[src/period_meter_consts.svh]
/*
 * constants of the period meter: register offsets, field positions,
 * reset values and timing figures.
 * assumes a 50 MHz module clock and a 32-bit AXI4-Lite register port.
 */
`ifndef PERIOD_METER_CONSTS_SVH
`define PERIOD_METER_CONSTS_SVH

// register byte offsets
`define PM_CTRL_OFS      8'h00
`define PM_SEL_OFS       8'h04
`define PM_PERIOD_OFS    8'h08
`define PM_STATUS_OFS    8'h0c
`define PM_LIVE_OFS      8'h10
`define PM_REFLEX_BASE   8'h20
`define PM_REFLEX_STRIDE 8'h08
`define PM_REFLEX_MODE   8'h04

// control register fields
`define PM_CTRL_EN_GATE   0
`define PM_CTRL_VARIANT   1
`define PM_CTRL_RES_LO    2
`define PM_CTRL_CMP_EN    5
`define PM_CTRL_CMP_SUSP  6
`define PM_CTRL_FORCE_EN  7
`define PM_CTRL_RESET     8'h00

// select register fields
`define PM_SEL_MEAS_LO    0
`define PM_SEL_GATE_LO    4
`define PM_SEL_RESET      8'h00

// status register fields
`define PM_ST_RUN         0
`define PM_ST_VALID       1
`define PM_ST_BUSY        2
`define PM_ST_READY       3
`define PM_ST_REFLEX_LO   4

// timing figures
`define PM_CLK_NS         20
`define PM_RES0_NS        100
`define PM_RES1_NS        1000
`define PM_RES2_NS        10000
`define PM_RES3_NS        100000
`define PM_RES4_NS        1000000
`define PM_RES0_CYC       ((`PM_RES0_NS) / (`PM_CLK_NS))
`define PM_RES1_CYC       ((`PM_RES1_NS) / (`PM_CLK_NS))
`define PM_RES2_CYC       ((`PM_RES2_NS) / (`PM_CLK_NS))
`define PM_RES3_CYC       ((`PM_RES3_NS) / (`PM_CLK_NS))
`define PM_RES4_CYC       ((`PM_RES4_NS) / (`PM_CLK_NS))
`define PM_REFLEX_MAX_NS  20000
`define PM_REFLEX_MAX_CYC ((`PM_REFLEX_MAX_NS) / (`PM_CLK_NS))

`endif

[src/period_meter_pkg.sv]
/*
 * types shared by the period meter files.
 * assumes the constants header for all numeric values.
 */
package period_meter_pkg;

    typedef enum logic [1:0] {
        MEAS_IDLE   = 2'b00,
        MEAS_ARMED  = 2'b01,
        MEAS_TIMING = 2'b10
    } meas_state_e;

    typedef enum logic [2:0] {
        RES_0US1 = 3'b000,
        RES_1US  = 3'b001,
        RES_10US = 3'b010,
        RES_100US = 3'b011,
        RES_1MS  = 3'b100
    } resolution_e;

    typedef enum logic [1:0] {
        TRIG_OFF   = 2'b00,
        TRIG_AT_OR_ABOVE = 2'b01,
        TRIG_BELOW = 2'b10,
        TRIG_EQUAL = 2'b11
    } trigger_e;

endpackage

[src/tick_divider.sv]
/*
 * resolution tick divider: one-cycle tick every period_cyc clocks.
 * assumes period_cyc stays stable while running; restart realigns it.
 */
`timescale 1ns/1ps
module tick_divider #(
    parameter int W = 16
) (
    input  wire logic         clock,      // module clock
    input  wire logic         rst_b,      // async reset, active low
    input  wire logic         restart,    // realign phase to zero
    input  wire logic [W-1:0] period_cyc, // clocks per tick
    output logic              tick        // one-cycle tick pulse
);
    logic [W-1:0] cnt_q;
    logic [W-1:0] cnt_d;
    logic         tick_d;

    always_comb begin
        cnt_d  = cnt_q + W'(1);
        tick_d = 1'b0;
        if (restart) begin
            cnt_d = '0;
        end else if (cnt_q >= period_cyc - W'(1)) begin
            cnt_d  = '0;
            tick_d = 1'b1;
        end
    end

    always_ff @(posedge clock or negedge rst_b) begin
        if (!rst_b) begin
            cnt_q <= '0;
            tick  <= 1'b0;
        end else begin
            cnt_q <= cnt_d;
            tick  <= tick_d;
        end
    end
endmodule

[src/period_meter_capture.sv]
/*
 * period meter channel: times pulses or periods of one field input,
 * publishes the count, and drives reflex outputs from the live count.
 * assumes field inputs synchronous to clock and filtered upstream.
 */
`timescale 1ns/1ps
`include "period_meter_consts.svh"
module period_meter_capture #(
    parameter int N_IN          = 12,
    parameter int N_REFLEX      = 4,
    parameter int TICK_100US_CYC = `PM_RES3_CYC,
    parameter int TICK_1MS_CYC  = `PM_RES4_CYC
) (
    input  wire logic                clock,         // 50 MHz clock
    input  wire logic                rst_b,         // async reset, low
    input  wire logic [N_IN-1:0]     field_in,      // filtered inputs
    output logic [N_REFLEX-1:0]      reflex_out,    // reflex outputs
    input  wire logic [7:0]          s_axi_awaddr,  // write address
    input  wire logic                s_axi_awvalid, // write addr valid
    output logic                     s_axi_awready, // write addr ready
    input  wire logic [31:0]         s_axi_wdata,   // write data
    input  wire logic [3:0]          s_axi_wstrb,   // byte enables
    input  wire logic                s_axi_wvalid,  // write data valid
    output logic                     s_axi_wready,  // write data ready
    output logic [1:0]               s_axi_bresp,   // write response
    output logic                     s_axi_bvalid,  // response valid
    input  wire logic                s_axi_bready,  // response ready
    input  wire logic [7:0]          s_axi_araddr,  // read address
    input  wire logic                s_axi_arvalid, // read addr valid
    output logic                     s_axi_arready, // read addr ready
    output logic [31:0]              s_axi_rdata,   // read data
    output logic [1:0]               s_axi_rresp,   // read response
    output logic                     s_axi_rvalid,  // read data valid
    input  wire logic                s_axi_rready   // read data ready
);
    localparam logic [1:0] RESP_OK  = 2'b00;
    localparam logic [1:0] RESP_ERR = 2'b10;

    // configuration and bus state
    logic [7:0]  ctrl_q, ctrl_d, sel_q, sel_d;
    logic [31:0] thr_q [N_REFLEX];
    logic [31:0] thr_d [N_REFLEX];
    logic [1:0]  mode_q [N_REFLEX];
    logic [1:0]  mode_d [N_REFLEX];
    logic [7:0]  awaddr_q, awaddr_d;
    logic [31:0] wdata_q, wdata_d;
    logic [3:0]  wstrb_q, wstrb_d;
    logic        aw_held_q, aw_held_d, w_held_q, w_held_d;
    logic        awready_d, wready_d, bvalid_d, arready_d, rvalid_d;
    logic [1:0]  bresp_d, rresp_d;
    logic [31:0] rdata_d;

    // measurement state
    period_meter_pkg::meas_state_e st_q, st_d;
    logic [31:0] cnt_q, cnt_d, period_q, period_d;
    logic        valid_q, valid_d, prev_q, prev_d;

    // input selection and enable condition
    logic [3:0]  meas_sel, gate_sel;
    logic [N_IN:0] pins_ext;
    logic        meas_ok, gate_ok, meas_pin, gate_pin, enable_cond;
    logic        rise, fall, variant_edge, div_restart, tick;
    logic [15:0] tick_cyc;

    assign meas_sel = sel_q[`PM_SEL_MEAS_LO +: 4];
    assign gate_sel = sel_q[`PM_SEL_GATE_LO +: 4];
    assign pins_ext = {field_in, 1'b0};
    // select value zero means unassigned; out-of-range acts the same
    assign meas_ok  = (meas_sel != 4'h0) && (32'(meas_sel) <= N_IN);
    assign gate_ok  = (gate_sel != 4'h0) && (32'(gate_sel) <= N_IN);
    assign meas_pin = meas_ok ? pins_ext[meas_sel] : 1'b0;
    assign gate_pin = gate_ok ? pins_ext[gate_sel] : 1'b0;
    assign enable_cond = ctrl_q[`PM_CTRL_FORCE_EN] ||
        (ctrl_q[`PM_CTRL_EN_GATE] && gate_ok && gate_pin);
    assign rise = meas_pin && !prev_q;
    assign fall = !meas_pin && prev_q;
    assign variant_edge = ctrl_q[`PM_CTRL_VARIANT];

    always_comb begin
        case (period_meter_pkg::resolution_e'(ctrl_q[`PM_CTRL_RES_LO +: 3]))
            period_meter_pkg::RES_0US1:  tick_cyc = 16'(`PM_RES0_CYC);
            period_meter_pkg::RES_1US:   tick_cyc = 16'(`PM_RES1_CYC);
            period_meter_pkg::RES_10US:  tick_cyc = 16'(`PM_RES2_CYC);
            period_meter_pkg::RES_100US: tick_cyc = 16'(TICK_100US_CYC);
            period_meter_pkg::RES_1MS:   tick_cyc = 16'(TICK_1MS_CYC);
            default:                     tick_cyc = 16'(`PM_RES1_CYC);
        endcase
    end

    // tick phase starts afresh with each measurement
    assign div_restart = rise;
    tick_divider #(
        .W (16)
    ) u_tick (
        .clock      (clock),
        .rst_b      (rst_b),
        .restart    (div_restart),
        .period_cyc (tick_cyc),
        .tick       (tick)
    );

    // measurement sequencer
    always_comb begin
        st_d     = st_q;
        cnt_d    = cnt_q;
        period_d = period_q;
        valid_d  = valid_q && enable_cond;
        prev_d   = meas_pin;
        if (!meas_ok || !enable_cond) begin
            st_d = period_meter_pkg::MEAS_IDLE;
        end else begin
            case (st_q)
                period_meter_pkg::MEAS_IDLE: begin
                    // wait for the input to be seen once before arming
                    st_d = period_meter_pkg::MEAS_ARMED;
                end
                period_meter_pkg::MEAS_ARMED: begin
                    if (rise) begin
                        st_d  = period_meter_pkg::MEAS_TIMING;
                        cnt_d = '0;
                    end
                end
                period_meter_pkg::MEAS_TIMING: begin
                    if (tick && cnt_q != 32'hffff_ffff) begin
                        cnt_d = cnt_q + 32'h1;
                    end
                    if (!variant_edge && fall) begin
                        period_d = cnt_q;
                        valid_d  = 1'b1;
                        st_d     = period_meter_pkg::MEAS_ARMED;
                    end else if (variant_edge && rise) begin
                        period_d = cnt_q;
                        valid_d  = 1'b1;
                        cnt_d    = '0;
                    end
                end
                default: st_d = period_meter_pkg::MEAS_IDLE;
            endcase
        end
    end

    always_ff @(posedge clock or negedge rst_b) begin
        if (!rst_b) begin
            st_q     <= period_meter_pkg::MEAS_IDLE;
            cnt_q    <= '0;
            period_q <= '0;
            valid_q  <= 1'b0;
            prev_q   <= 1'b0;
        end else begin
            st_q     <= st_d;
            cnt_q    <= cnt_d;
            period_q <= period_d;
            valid_q  <= valid_d;
            prev_q   <= prev_d;
        end
    end

    // reflex outputs: one cycle from live count to pin, far inside 20 us
    generate
        for (genvar k = 0; k < N_REFLEX; k++) begin : g_reflex
            logic hit;
            logic out_d;
            always_comb begin
                case (period_meter_pkg::trigger_e'(mode_q[k]))
                    period_meter_pkg::TRIG_AT_OR_ABOVE: hit = cnt_q >= thr_q[k];
                    period_meter_pkg::TRIG_BELOW:       hit = cnt_q < thr_q[k];
                    period_meter_pkg::TRIG_EQUAL:       hit = cnt_q == thr_q[k];
                    default:                            hit = 1'b0;
                endcase
                out_d = reflex_out[k];
                if (!ctrl_q[`PM_CTRL_CMP_EN]) begin
                    out_d = 1'b0;
                end else if (!ctrl_q[`PM_CTRL_CMP_SUSP]) begin
                    out_d = hit;
                end
            end
            always_ff @(posedge clock or negedge rst_b) begin
                if (!rst_b) begin
                    reflex_out[k] <= 1'b0;
                end else begin
                    reflex_out[k] <= out_d;
                end
            end
        end
    endgenerate

    // register read decode
    logic [31:0] rd_val;
    logic        rd_hit;
    always_comb begin
        rd_val = '0;
        rd_hit = 1'b1;
        case (s_axi_araddr)
            `PM_CTRL_OFS:   rd_val = {24'h0, ctrl_q};
            `PM_SEL_OFS:    rd_val = {24'h0, sel_q};
            `PM_PERIOD_OFS: rd_val = period_q;
            `PM_LIVE_OFS:   rd_val = cnt_q;
            `PM_STATUS_OFS: begin
                rd_val[`PM_ST_RUN]   = enable_cond;
                rd_val[`PM_ST_VALID] = valid_q;
                rd_val[`PM_ST_BUSY]  = st_q == period_meter_pkg::MEAS_TIMING;
                rd_val[`PM_ST_READY] = meas_ok;
                rd_val[`PM_ST_REFLEX_LO +: N_REFLEX] = reflex_out;
            end
            default:        rd_hit = 1'b0;
        endcase
        for (int k = 0; k < N_REFLEX; k++) begin
            if (s_axi_araddr == `PM_REFLEX_BASE + 8'(k) * `PM_REFLEX_STRIDE) begin
                rd_val = thr_q[k];
                rd_hit = 1'b1;
            end
            if (s_axi_araddr == `PM_REFLEX_BASE + 8'(k) * `PM_REFLEX_STRIDE
                    + `PM_REFLEX_MODE) begin
                rd_val = {30'h0, mode_q[k]};
                rd_hit = 1'b1;
            end
        end
    end

    // bus slave and configuration writes
    always_comb begin
        logic hit;
        hit       = 1'b0;
        ctrl_d    = ctrl_q;
        sel_d     = sel_q;
        thr_d     = thr_q;
        mode_d    = mode_q;
        awaddr_d  = awaddr_q;
        wdata_d   = wdata_q;
        wstrb_d   = wstrb_q;
        aw_held_d = aw_held_q;
        w_held_d  = w_held_q;
        bvalid_d  = s_axi_bvalid;
        bresp_d   = s_axi_bresp;
        rvalid_d  = s_axi_rvalid;
        rdata_d   = s_axi_rdata;
        rresp_d   = s_axi_rresp;
        if (s_axi_awvalid && s_axi_awready) begin
            aw_held_d = 1'b1;
            awaddr_d  = s_axi_awaddr;
        end
        if (s_axi_wvalid && s_axi_wready) begin
            w_held_d = 1'b1;
            wdata_d  = s_axi_wdata;
            wstrb_d  = s_axi_wstrb;
        end
        if (s_axi_bvalid && s_axi_bready) begin
            bvalid_d = 1'b0;
        end
        if (aw_held_q && w_held_q && !s_axi_bvalid) begin
            if (awaddr_q == `PM_CTRL_OFS) begin
                hit = 1'b1;
                if (wstrb_q[0]) ctrl_d = wdata_q[7:0];
            end
            if (awaddr_q == `PM_SEL_OFS) begin
                hit = 1'b1;
                if (wstrb_q[0]) sel_d = wdata_q[7:0];
            end
            if (awaddr_q == `PM_PERIOD_OFS || awaddr_q == `PM_STATUS_OFS ||
                    awaddr_q == `PM_LIVE_OFS) begin
                hit = 1'b1;
            end
            for (int k = 0; k < N_REFLEX; k++) begin
                if (awaddr_q == `PM_REFLEX_BASE + 8'(k) * `PM_REFLEX_STRIDE) begin
                    hit = 1'b1;
                    for (int b = 0; b < 4; b++) begin
                        if (wstrb_q[b]) thr_d[k][8*b +: 8] = wdata_q[8*b +: 8];
                    end
                end
                if (awaddr_q == `PM_REFLEX_BASE + 8'(k) * `PM_REFLEX_STRIDE
                        + `PM_REFLEX_MODE) begin
                    hit = 1'b1;
                    if (wstrb_q[0]) mode_d[k] = wdata_q[1:0];
                end
            end
            aw_held_d = 1'b0;
            w_held_d  = 1'b0;
            bvalid_d  = 1'b1;
            bresp_d   = hit ? RESP_OK : RESP_ERR;
        end
        if (s_axi_rvalid && s_axi_rready) begin
            rvalid_d = 1'b0;
        end
        if (s_axi_arvalid && s_axi_arready) begin
            rvalid_d = 1'b1;
            rdata_d  = rd_val;
            rresp_d  = rd_hit ? RESP_OK : RESP_ERR;
        end
        awready_d = !aw_held_d && !bvalid_d;
        wready_d  = !w_held_d && !bvalid_d;
        arready_d = !rvalid_d;
    end

    always_ff @(posedge clock or negedge rst_b) begin
        if (!rst_b) begin
            ctrl_q        <= `PM_CTRL_RESET;
            sel_q         <= `PM_SEL_RESET;
            thr_q         <= '{default: 32'h0};
            mode_q        <= '{default: 2'h0};
            awaddr_q      <= 8'h00;
            wdata_q       <= 32'h0;
            wstrb_q       <= 4'h0;
            aw_held_q     <= 1'b0;
            w_held_q      <= 1'b0;
            s_axi_awready <= 1'b0;
            s_axi_wready  <= 1'b0;
            s_axi_bvalid  <= 1'b0;
            s_axi_bresp   <= 2'b00;
            s_axi_arready <= 1'b0;
            s_axi_rvalid  <= 1'b0;
            s_axi_rdata   <= 32'h0;
            s_axi_rresp   <= 2'b00;
        end else begin
            ctrl_q        <= ctrl_d;
            sel_q         <= sel_d;
            thr_q         <= thr_d;
            mode_q        <= mode_d;
            awaddr_q      <= awaddr_d;
            wdata_q       <= wdata_d;
            wstrb_q       <= wstrb_d;
            aw_held_q     <= aw_held_d;
            w_held_q      <= w_held_d;
            s_axi_awready <= awready_d;
            s_axi_wready  <= wready_d;
            s_axi_bvalid  <= bvalid_d;
            s_axi_bresp   <= bresp_d;
            s_axi_arready <= arready_d;
            s_axi_rvalid  <= rvalid_d;
            s_axi_rdata   <= rdata_d;
            s_axi_rresp   <= rresp_d;
        end
    end
endmodule

[config.mk]
export PLATFORM = sky130hd
export DESIGN_NAME = period_meter_capture
export DESIGN_NICKNAME = d
export VERILOG_FILES = /design/src/period_meter_pkg.sv /design/src/tick_divider.sv /design/src/period_meter_capture.sv
export VERILOG_INCLUDE_DIRS = /design/src /design/src/src
export SDC_FILE = /design/constraint.sdc
export NUM_CORES = 1
export LEC_CHECK = 0
export BUFFER_PORTS_ARGS = -buffer_cell sky130_fd_sc_hd__clkbuf_2
export CAP_MARGIN = 20
export CORE_ASPECT_RATIO = 0.8
export CORE_MARGIN = 3
export CORE_UTILIZATION = 55
export DETAILED_ROUTE_END_ITERATION = 8
export GPL_ROUTABILITY_DRIVEN = 0
export GPL_TIMING_DRIVEN = 0
export PLACE_DENSITY_LB_ADDON = 0.05
export REMOVE_ABC_BUFFERS = 1
export SETUP_SLACK_MARGIN = 0.15
export SYNTH_ARGS = -nofsm -noshare
export SYNTH_HDL_FRONTEND = slang
export SYNTH_SLANG_ARGS = --single-unit
[constraint.sdc]
create_clock -name clock -period 3.3 [get_ports clock]
set_input_delay 0.33 -clock clock [delete_from_list [all_inputs] [get_ports clock]]
set_output_delay 0.33 -clock clock [all_outputs]
set_load 0.005 [all_outputs]
==> results of run 1 <==
cells by family after synthesis:
family,after synthesis
buf+inv,212
fa+ha+maj,148
flops,326
xor+xnor,14
simple gates,432
mux,244
compound gates,389
other cells,2
routing by layer:
metal / share of wire [%] / track usage, % / up-vias
li1: - / - / 6745
met2: 42 / 40.9 / 497
met3: 7.1 / 4.49 / 86
met5: 0 / 0 / -
met1: 48 / 43.2 / 7138
met4: 2.2 / 7.39 / 0
layout make-up:
type / instances / area share [%]
clock buffer: 49 / 5.03
timing repair buffer: 135 / 4.27
inverter: 146 / 2.60
tap: 427 / 2.54
clock inverter: 13 / 0.404
sequential: 326 / 38.7
multi-input combinational: 1231 / 46.4
repair_timing:
action                                  4_1_cts  5_1_grt
gates cloned                                  0        1
resized for setup                             4        6
pin swaps                                     1        0
hold buffers                                  7        0
hold endpoints to repair                     78        0
endpoints found under the setup margin       38       50
buffers inserted                              1        0
worst max-delay path, delay by kind of cell (launching register included):
family                   cells  cell delay, ps
AND/OR/NAND/NOR              5            1740
flip-flops                   1             550
adder cells (fa/ha/maj)      1             380
AO/OA/AOI/OAI                2             450
sequential cells by signal, summed over array words and instances, names as in the netlist, 2 cells and up:
signal,count
awaddr_q,8
s_axi_rdata,32
wstrb_q,4
sel_q,8
thr_q,128
st_q,2
cnt_q,32
period_q,32
wdata_q,32
ctrl_q,8
u_tick.cnt_q,16
mode_q,8
reflex_out,4
Yosys cell counts (13+ instances only):
cell and number:
dfrtp_1 326, and3_1 17, clkbuf_1 38, o21ai_0 94, o31ai_1 26, a22oi_1 53, nand4_1 39, nand2_1 139
a221oi_1 36, and2_1 13, mux2_2 203, mux2_4 29, a21oi_1 74, nor2b_1 15, nor2_1 75, nor3_1 13
nand3_1 66, a31oi_1 16, a21o_1 14, ha_1 148, buf_2 17, inv_1 146
how the worst max path moves through the flow:
stage / start / end / slack, ps / cells past startpoint
floorplan: sel_q[0] / cnt_q[22] / 470 / 6
global placement: rst_b / wdata_q[0] / -5280 / 1
detailed placement: cnt_q[27] / reflex_out[2] / -230 / 8
CTS: cnt_q[27] / reflex_out[2] / 30 / 8
global route: cnt_q[25] / reflex_out[2] / 70 / 8
finish: cnt_q[27] / reflex_out[2] / 80 / 8
per-stage QoR:
step	power [W]	cells	worst slack [ps]	area [µm²]	utilization (%)
global route	0.0124	2327	66.7	21100	63.9
CTS	0.0118	2325	34.7	21000	63.7
detailed placement	0.00781	2255	-227	19800	60.0
global placement	0.00769	2242	-5280	19500	59.1
floorplan	0.00663	1702	469	18400	-
finish	0.0118	2327	84.2	21100	63.9
power by group through the flow:
stage	logic, W	clock network, W	registers (W)
after global routing	0.00281	0.00418	0.00541
final	0.00256	0.00394	0.00531
after global placement	0.00235	0	0.00534
after detailed placement	0.00244	0	0.00536
after CTS	0.00250	0.00400	0.00530
after floorplan	0.00160	0	0.00503
==> summary.md, run 1 <==
| Metric | Value |
|---|---|
| Commonest non-fill, non-tap cell in the layout | dfrtp_1 |
| Hold Path Class | in2reg |
| Final worst path period share | 97.4% |
| Hold EP | wstrb_q[3] |
| Storage cell area | 8160 µm² |
| First DRT Iteration DRCs | 1552 |
| Main synth FF type | dfrtp_1 |
| Cell Rows | 59 |
| Crit Path Max Fanout | 12 |
| Worst Reg-to-Reg Cells | 8 |
| RSZ-0062 raised after global routing | yes |
| Root Buffer Master | clkbuf_16 |
| DR vias | 14.5k |
| CP Class | reg2reg |
| Htree depth | 2 |
| 1st-pass router iterations | 5 |
| Post-synthesis sequential area ratio | 43.6% |
| Reg power frac | 45.0% |
| Slew Viols, Final | 0 |
| Initial antenna violation count | 0 |
| Area Growth Syn to Fin | 12.7% |
| Port buffer count | 113 |
| Post-route setup TNS | 0 ps |
| Synth Area in Simple Gates | 11.5% |
| Synth Cell Area | 18700 µm² |
| Hold WS | 23.3 ps |
| Final #Nets | 2095 |
| Routed wire length | 50500 µm |
| Area occupied by multi-input gates | 9790 µm² |
| Io pins | 116 |
| Die width | 212 µm |
| Initial core utilization | 56.6% |
| Post-synthesis xor/xnor area fraction | 0.656% |
| CP max stage cell | nor4_4 |
| Largest net degree at the start of global routing | 102 |
| Power per Cell Area | 561 nW/µm² |
| Core ar. | 33000 µm² |
| Largest family of logic cells by synthesized area | multiplexers |
| Die H | 171 µm |
| Area leader, netlist | dfrtp_1 |
| Clock skew | 28.0 ps |
| CTS Buf Count | 36 |
| GR Overflow Total | 0 |
| VDD IR-drop max | 0.497 mV |
| Worst-path clk slew | 70 ps |
| Reg2Reg Setup Slack | 80 ps |
| Clock share of power | 33.3% |
| Asr flop ratio synth | 100% |
| RR Endpoint | reflex_out[2] |
| CTS tree | built |
| Outcome | completed |
| Synth Area in Compound Gates | 14.0% |
| Mean Syn Cell Area | 10.6 µm² |
| Routed Antenna Nets | 0 |
| First-pass GRT wire length | 79800 µm |
| WP data arrival | 3670 ps |
| Diode count | 0 |
| Post-synth EDFFs | 0 |
| Post-synthesis cell type count | 81 |
| Slowest stage delay, CP | 620 ps |
| Tot GR Track Use | 28.0% |
| Most frequent cells in the layout | dfrtp_1, mux2_2, ha_1 |
| Pint | 0.00793 W |
| Yosys reg bits | 326 |
| Syn. warnings | 0 |
| Max clock buf depth | 3 |
| DRC errors left | 0 |
| WL/cell | 21.7 µm |
| Fillers | 2681 |
| Slew HR | 33.5% |
| Mux cell area share after synthesis | 15.6% |
| Post-synthesis instance total | 1767 |
| Max Cap Violations | 0 |
| Placed wire-length estimate | 36400 µm |
| Die Footprint | 36200 µm² |
| HP Start | s_axi_wstrb[3] |
| Synth top area cells | dfrtp_1, mux2_2, ha_1 |
| Crit path cell chain | ha_1 -> and3_1 -> nand4_1 -> nor4_4 -> o31a_1 -> nor4_1 -> or3b_2 -> a31oi_1 |
| Share of the synthesized area in the top cell type | 43.6% |
| Setup Viol. Count Final | 0 |
| Fmax | 311 MHz |
| Final hold vios | 0 |
| Critical Path End Type | flip-flop |
| Logic gate share of total power | 21.7% |
| Type of origin of the critical path | flip-flop |
| Worst hold path stage count | 2 |
| Worst slew pin tran | 995 ps |
| Layout cells sized above 1 | 23.9% |
| Clock Latency Late Sink | 540 ps |
| Vias in the first global route | 14.1k |
| Sw Share | 32.8% |
| Tmin final | 3220 ps |
| Pleak | 9.92 nW |
| Vias per std cell | 6.22 |
| Adder-cell area share of the yosys netlist | 9.91% |
| Sw power | 0.00388 W |
| Sinks on Clock Net | 326 |
| CP Data Required Time | 3760 ps |
| RR Startpoint | cnt_q[27] |
Power figures use the tool's default switching activity.
==> run 2: changes to the inputs <==
Settings changed: ABC_AREA set to 0, CELL_PAD_IN_SITES_DETAIL_PLACEMENT set to 2, CELL_PAD_IN_SITES_GLOBAL_PLACEMENT set to 2, CORE_UTILIZATION 55 to 41.
==> summary.md, run 2 (synthesis results as in run 1) <==
| Metric | Value |
|---|---|
| Outcome | completed |
| Area Growth Syn to Fin | 16.7% |
| Core ar. | 44700 µm² (+36%) |
| Final worst path period share | 92.4% (-5.1 points) |
| Clock share of power | 33.7% (+0.4 points) |
| Slowest stage delay, CP | 590 ps (-30 ps) |
| Die width | 245 µm (+15%) |
| CTS tree | built |
| VDD IR-drop max | 0.465 mV (-6.3%) |
| Final #Nets | 2136 (+2.0%) |
| Tmin final | 3050 ps (-168 ps) |
| Reg power frac | 43.3% (-1.7 points) |
| Sinks on Clock Net | 326 (unchanged) |
| Fmax | 328 MHz (+5.5%) |
| Crit Path Max Fanout | 16 (+4) |
| Power per Cell Area | 568 nW/µm² (+1.3%) |
| Commonest non-fill, non-tap cell in the layout | dfrtp_1 |
| CP Class | reg2reg |
| Worst-path clk slew | 60 ps (about the same) |
| Crit path cell chain | mux2i_1 -> o21ai_0 -> a21oi_4 -> nor2_4 -> mux2i_4 -> nand3_4 -> mux2_4 |
| Most frequent cells in the layout | dfrtp_1, mux2_2, ha_1 |
| Root Buffer Master | clkbuf_16 |
| Diode count | 0 (unchanged) |
| Pint | 0.00823 W (+3.7%) |
| Type of origin of the critical path | flip-flop |
| Slew HR | 34.6% (+1.1 points) |
| Htree depth | 2 (unchanged) |
| Worst slew pin tran | 972 ps (-22.4 ps) |
| Max Cap Violations | 0 (unchanged) |
| Io pins | 116 (unchanged) |
| Die H | 197 µm (+15%) |
| Post-route setup TNS | 0 ps (unchanged) |
| CP max stage cell | dfrtp_1 |
| Clock Latency Late Sink | 560 ps (+20 ps) |
| Setup Viol. Count Final | 0 (unchanged) |
| Max clock buf depth | 3 (unchanged) |
| Hold Path Class | in2reg |
| Cell family with most CP delay | multiplexers |
| Layout cells sized above 1 | 24.5% (+0.52 points) |
| WL/cell | 25.9 µm (+19%) |
| Largest net degree at the start of global routing | 97 (-4.9%) |
| GR Overflow Total | 0 (unchanged) |
| Logic gate share of total power | 23.1% (+1.4 points) |
| CP Data Required Time | 3730 ps (-30 ps) |
| Hold WS | 21.0 ps (-2.26 ps) |
| Port buffer count | 113 (unchanged) |
| Sw Share | 33.6% (+0.77 points) |
| Final hold vios | 0 (unchanged) |
| 1st-pass router iterations | 5 (unchanged) |
| Pleak | 10.2 nW (+2.4%) |
| Max reg flops | 128 (unchanged) |
| Die Footprint | 48200 µm² (+33%) |
| WP data arrival | 3480 ps (-190 ps) |
| First DRT Iteration DRCs | 1013 (-35%) |
| Sw power | 0.00417 W (+7.3%) |
| Initial core utilization | 41.8% (-15 points) |
| CP bufs+invs | 0 (unchanged) |
| Initial antenna violation count | 1 (+1) |
| Reg with most FFs | thr_q |
| First-pass GRT wire length | 101000 µm (+27%) |
| Routed Antenna Nets | 0 (unchanged) |
| RSZ-0062 raised after global routing | no |
| Tot GR Track Use | 27.3% (-0.68 points) |
| Slew Viols, Final | 0 (unchanged) |
| Placed wire-length estimate | 46400 µm (+27%) |
| CTS Buf Count | 38 (+5.6%) |
| Vias in the first global route | 16.5k (+17%) |
| Routed wire length | 66000 µm (+31%) |
| DR vias | 15.1k (+4.2%) |
| Clock skew | 24.7 ps (-3.31 ps) |
| Worst Reg-to-Reg Cells | 7 (-1) |
| DRC errors left | 0 (unchanged) |
| Final Core Density | 48.8% (-15 points) |
| Cell Rows | 69 (+17%) |
| Crit path depth | 7 (-1) |
| Critical Path End Type | flip-flop |
| Worst hold path stage count | 2 (unchanged) |
| Vias per std cell | 5.92 (-4.7%) |
[run 2: path summary, 6_finish.rpt]
kind	startpoint	to	slack, ps
worst min register to register	s_axi_rdata[15]	s_axi_rdata[15]	480
worst min-delay path	s_axi_wstrb[3]	wstrb_q[3]	20
worst max-delay path	sel_q[0]	period_q[14]	250
min in group asynchronous	rst_b	s_axi_arready	420
max in group asynchronous	rst_b	ctrl_q[3]	1590
worst max register to register	sel_q[0]	period_q[14]	250
[run 2: final cells by class]
cell class | instances | area [µm²]
Fill cell | 4568 | 22900
Multi-Input combinational cell | 1232 | 9860
Sequential cell | 326 | 8160
Timing Repair Buffer | 173 | 1280
Clock buffer | 59 | 1170
Tap cell | 603 | 754
Inverter | 146 | 548
Clock inverter | 5 | 28.8
[run 2: timing repair]
item,in CTS,in global routing
endpoints found under the hold margin,117,0
setup buffers,2,9
gates resized for setup,14,11
hold buffers,34,0
endpoints found under the setup margin,78,62
cloned,1,1
pin swaps,1,4
[run 2: per-layer routing]
layer,vias to the layer above,wire length [µm],part of all wire [%],track usage (%)
met1,7901,31300,48,38.8
met2,302,30400,46,44.2
met4,0,1420,2.2,6.82
met5,-,0,0,0
met3,83,2790,4.2,3.89
li1,6787,-,-,-
[run 2: worst register-to-register path, delay by kind of cell, from the launching register on]
| kind | cells | cell delay, ps |
|---|---|---|
| flops | 1 | 590 |
| compound gates | 2 | 600 |
| mux | 3 | 1030 |
| simple gates | 2 | 710 |
[run 2: power groups by stage]
stage | Clock [W] | Sequential [W] | Combinational, W
5_1_grt | 0.00444 | 0.00546 | 0.00314
3_5_place_dp | 0 | 0.00540 | 0.00258
4_1_cts | 0.00428 | 0.00535 | 0.00276
2_1_floorplan | 0 | 0.00503 | 0.00160
3_3_place_gp | 0 | 0.00536 | 0.00245
6_report | 0.00417 | 0.00536 | 0.00286
[run 2: stage by stage]
step | setup slack [ps] | power (W) | instances | cell area (µm²)
finish | 252 | 0.0124 | 2544 | 21800
global route | 130 | 0.0130 | 2544 | 21800
CTS | 161 | 0.0124 | 2534 | 21700
detailed placement | -414 | 0.00799 | 2433 | 20000
global placement | -5500 | 0.00781 | 2418 | 19700
floorplan | 469 | 0.00663 | 1702 | 18400
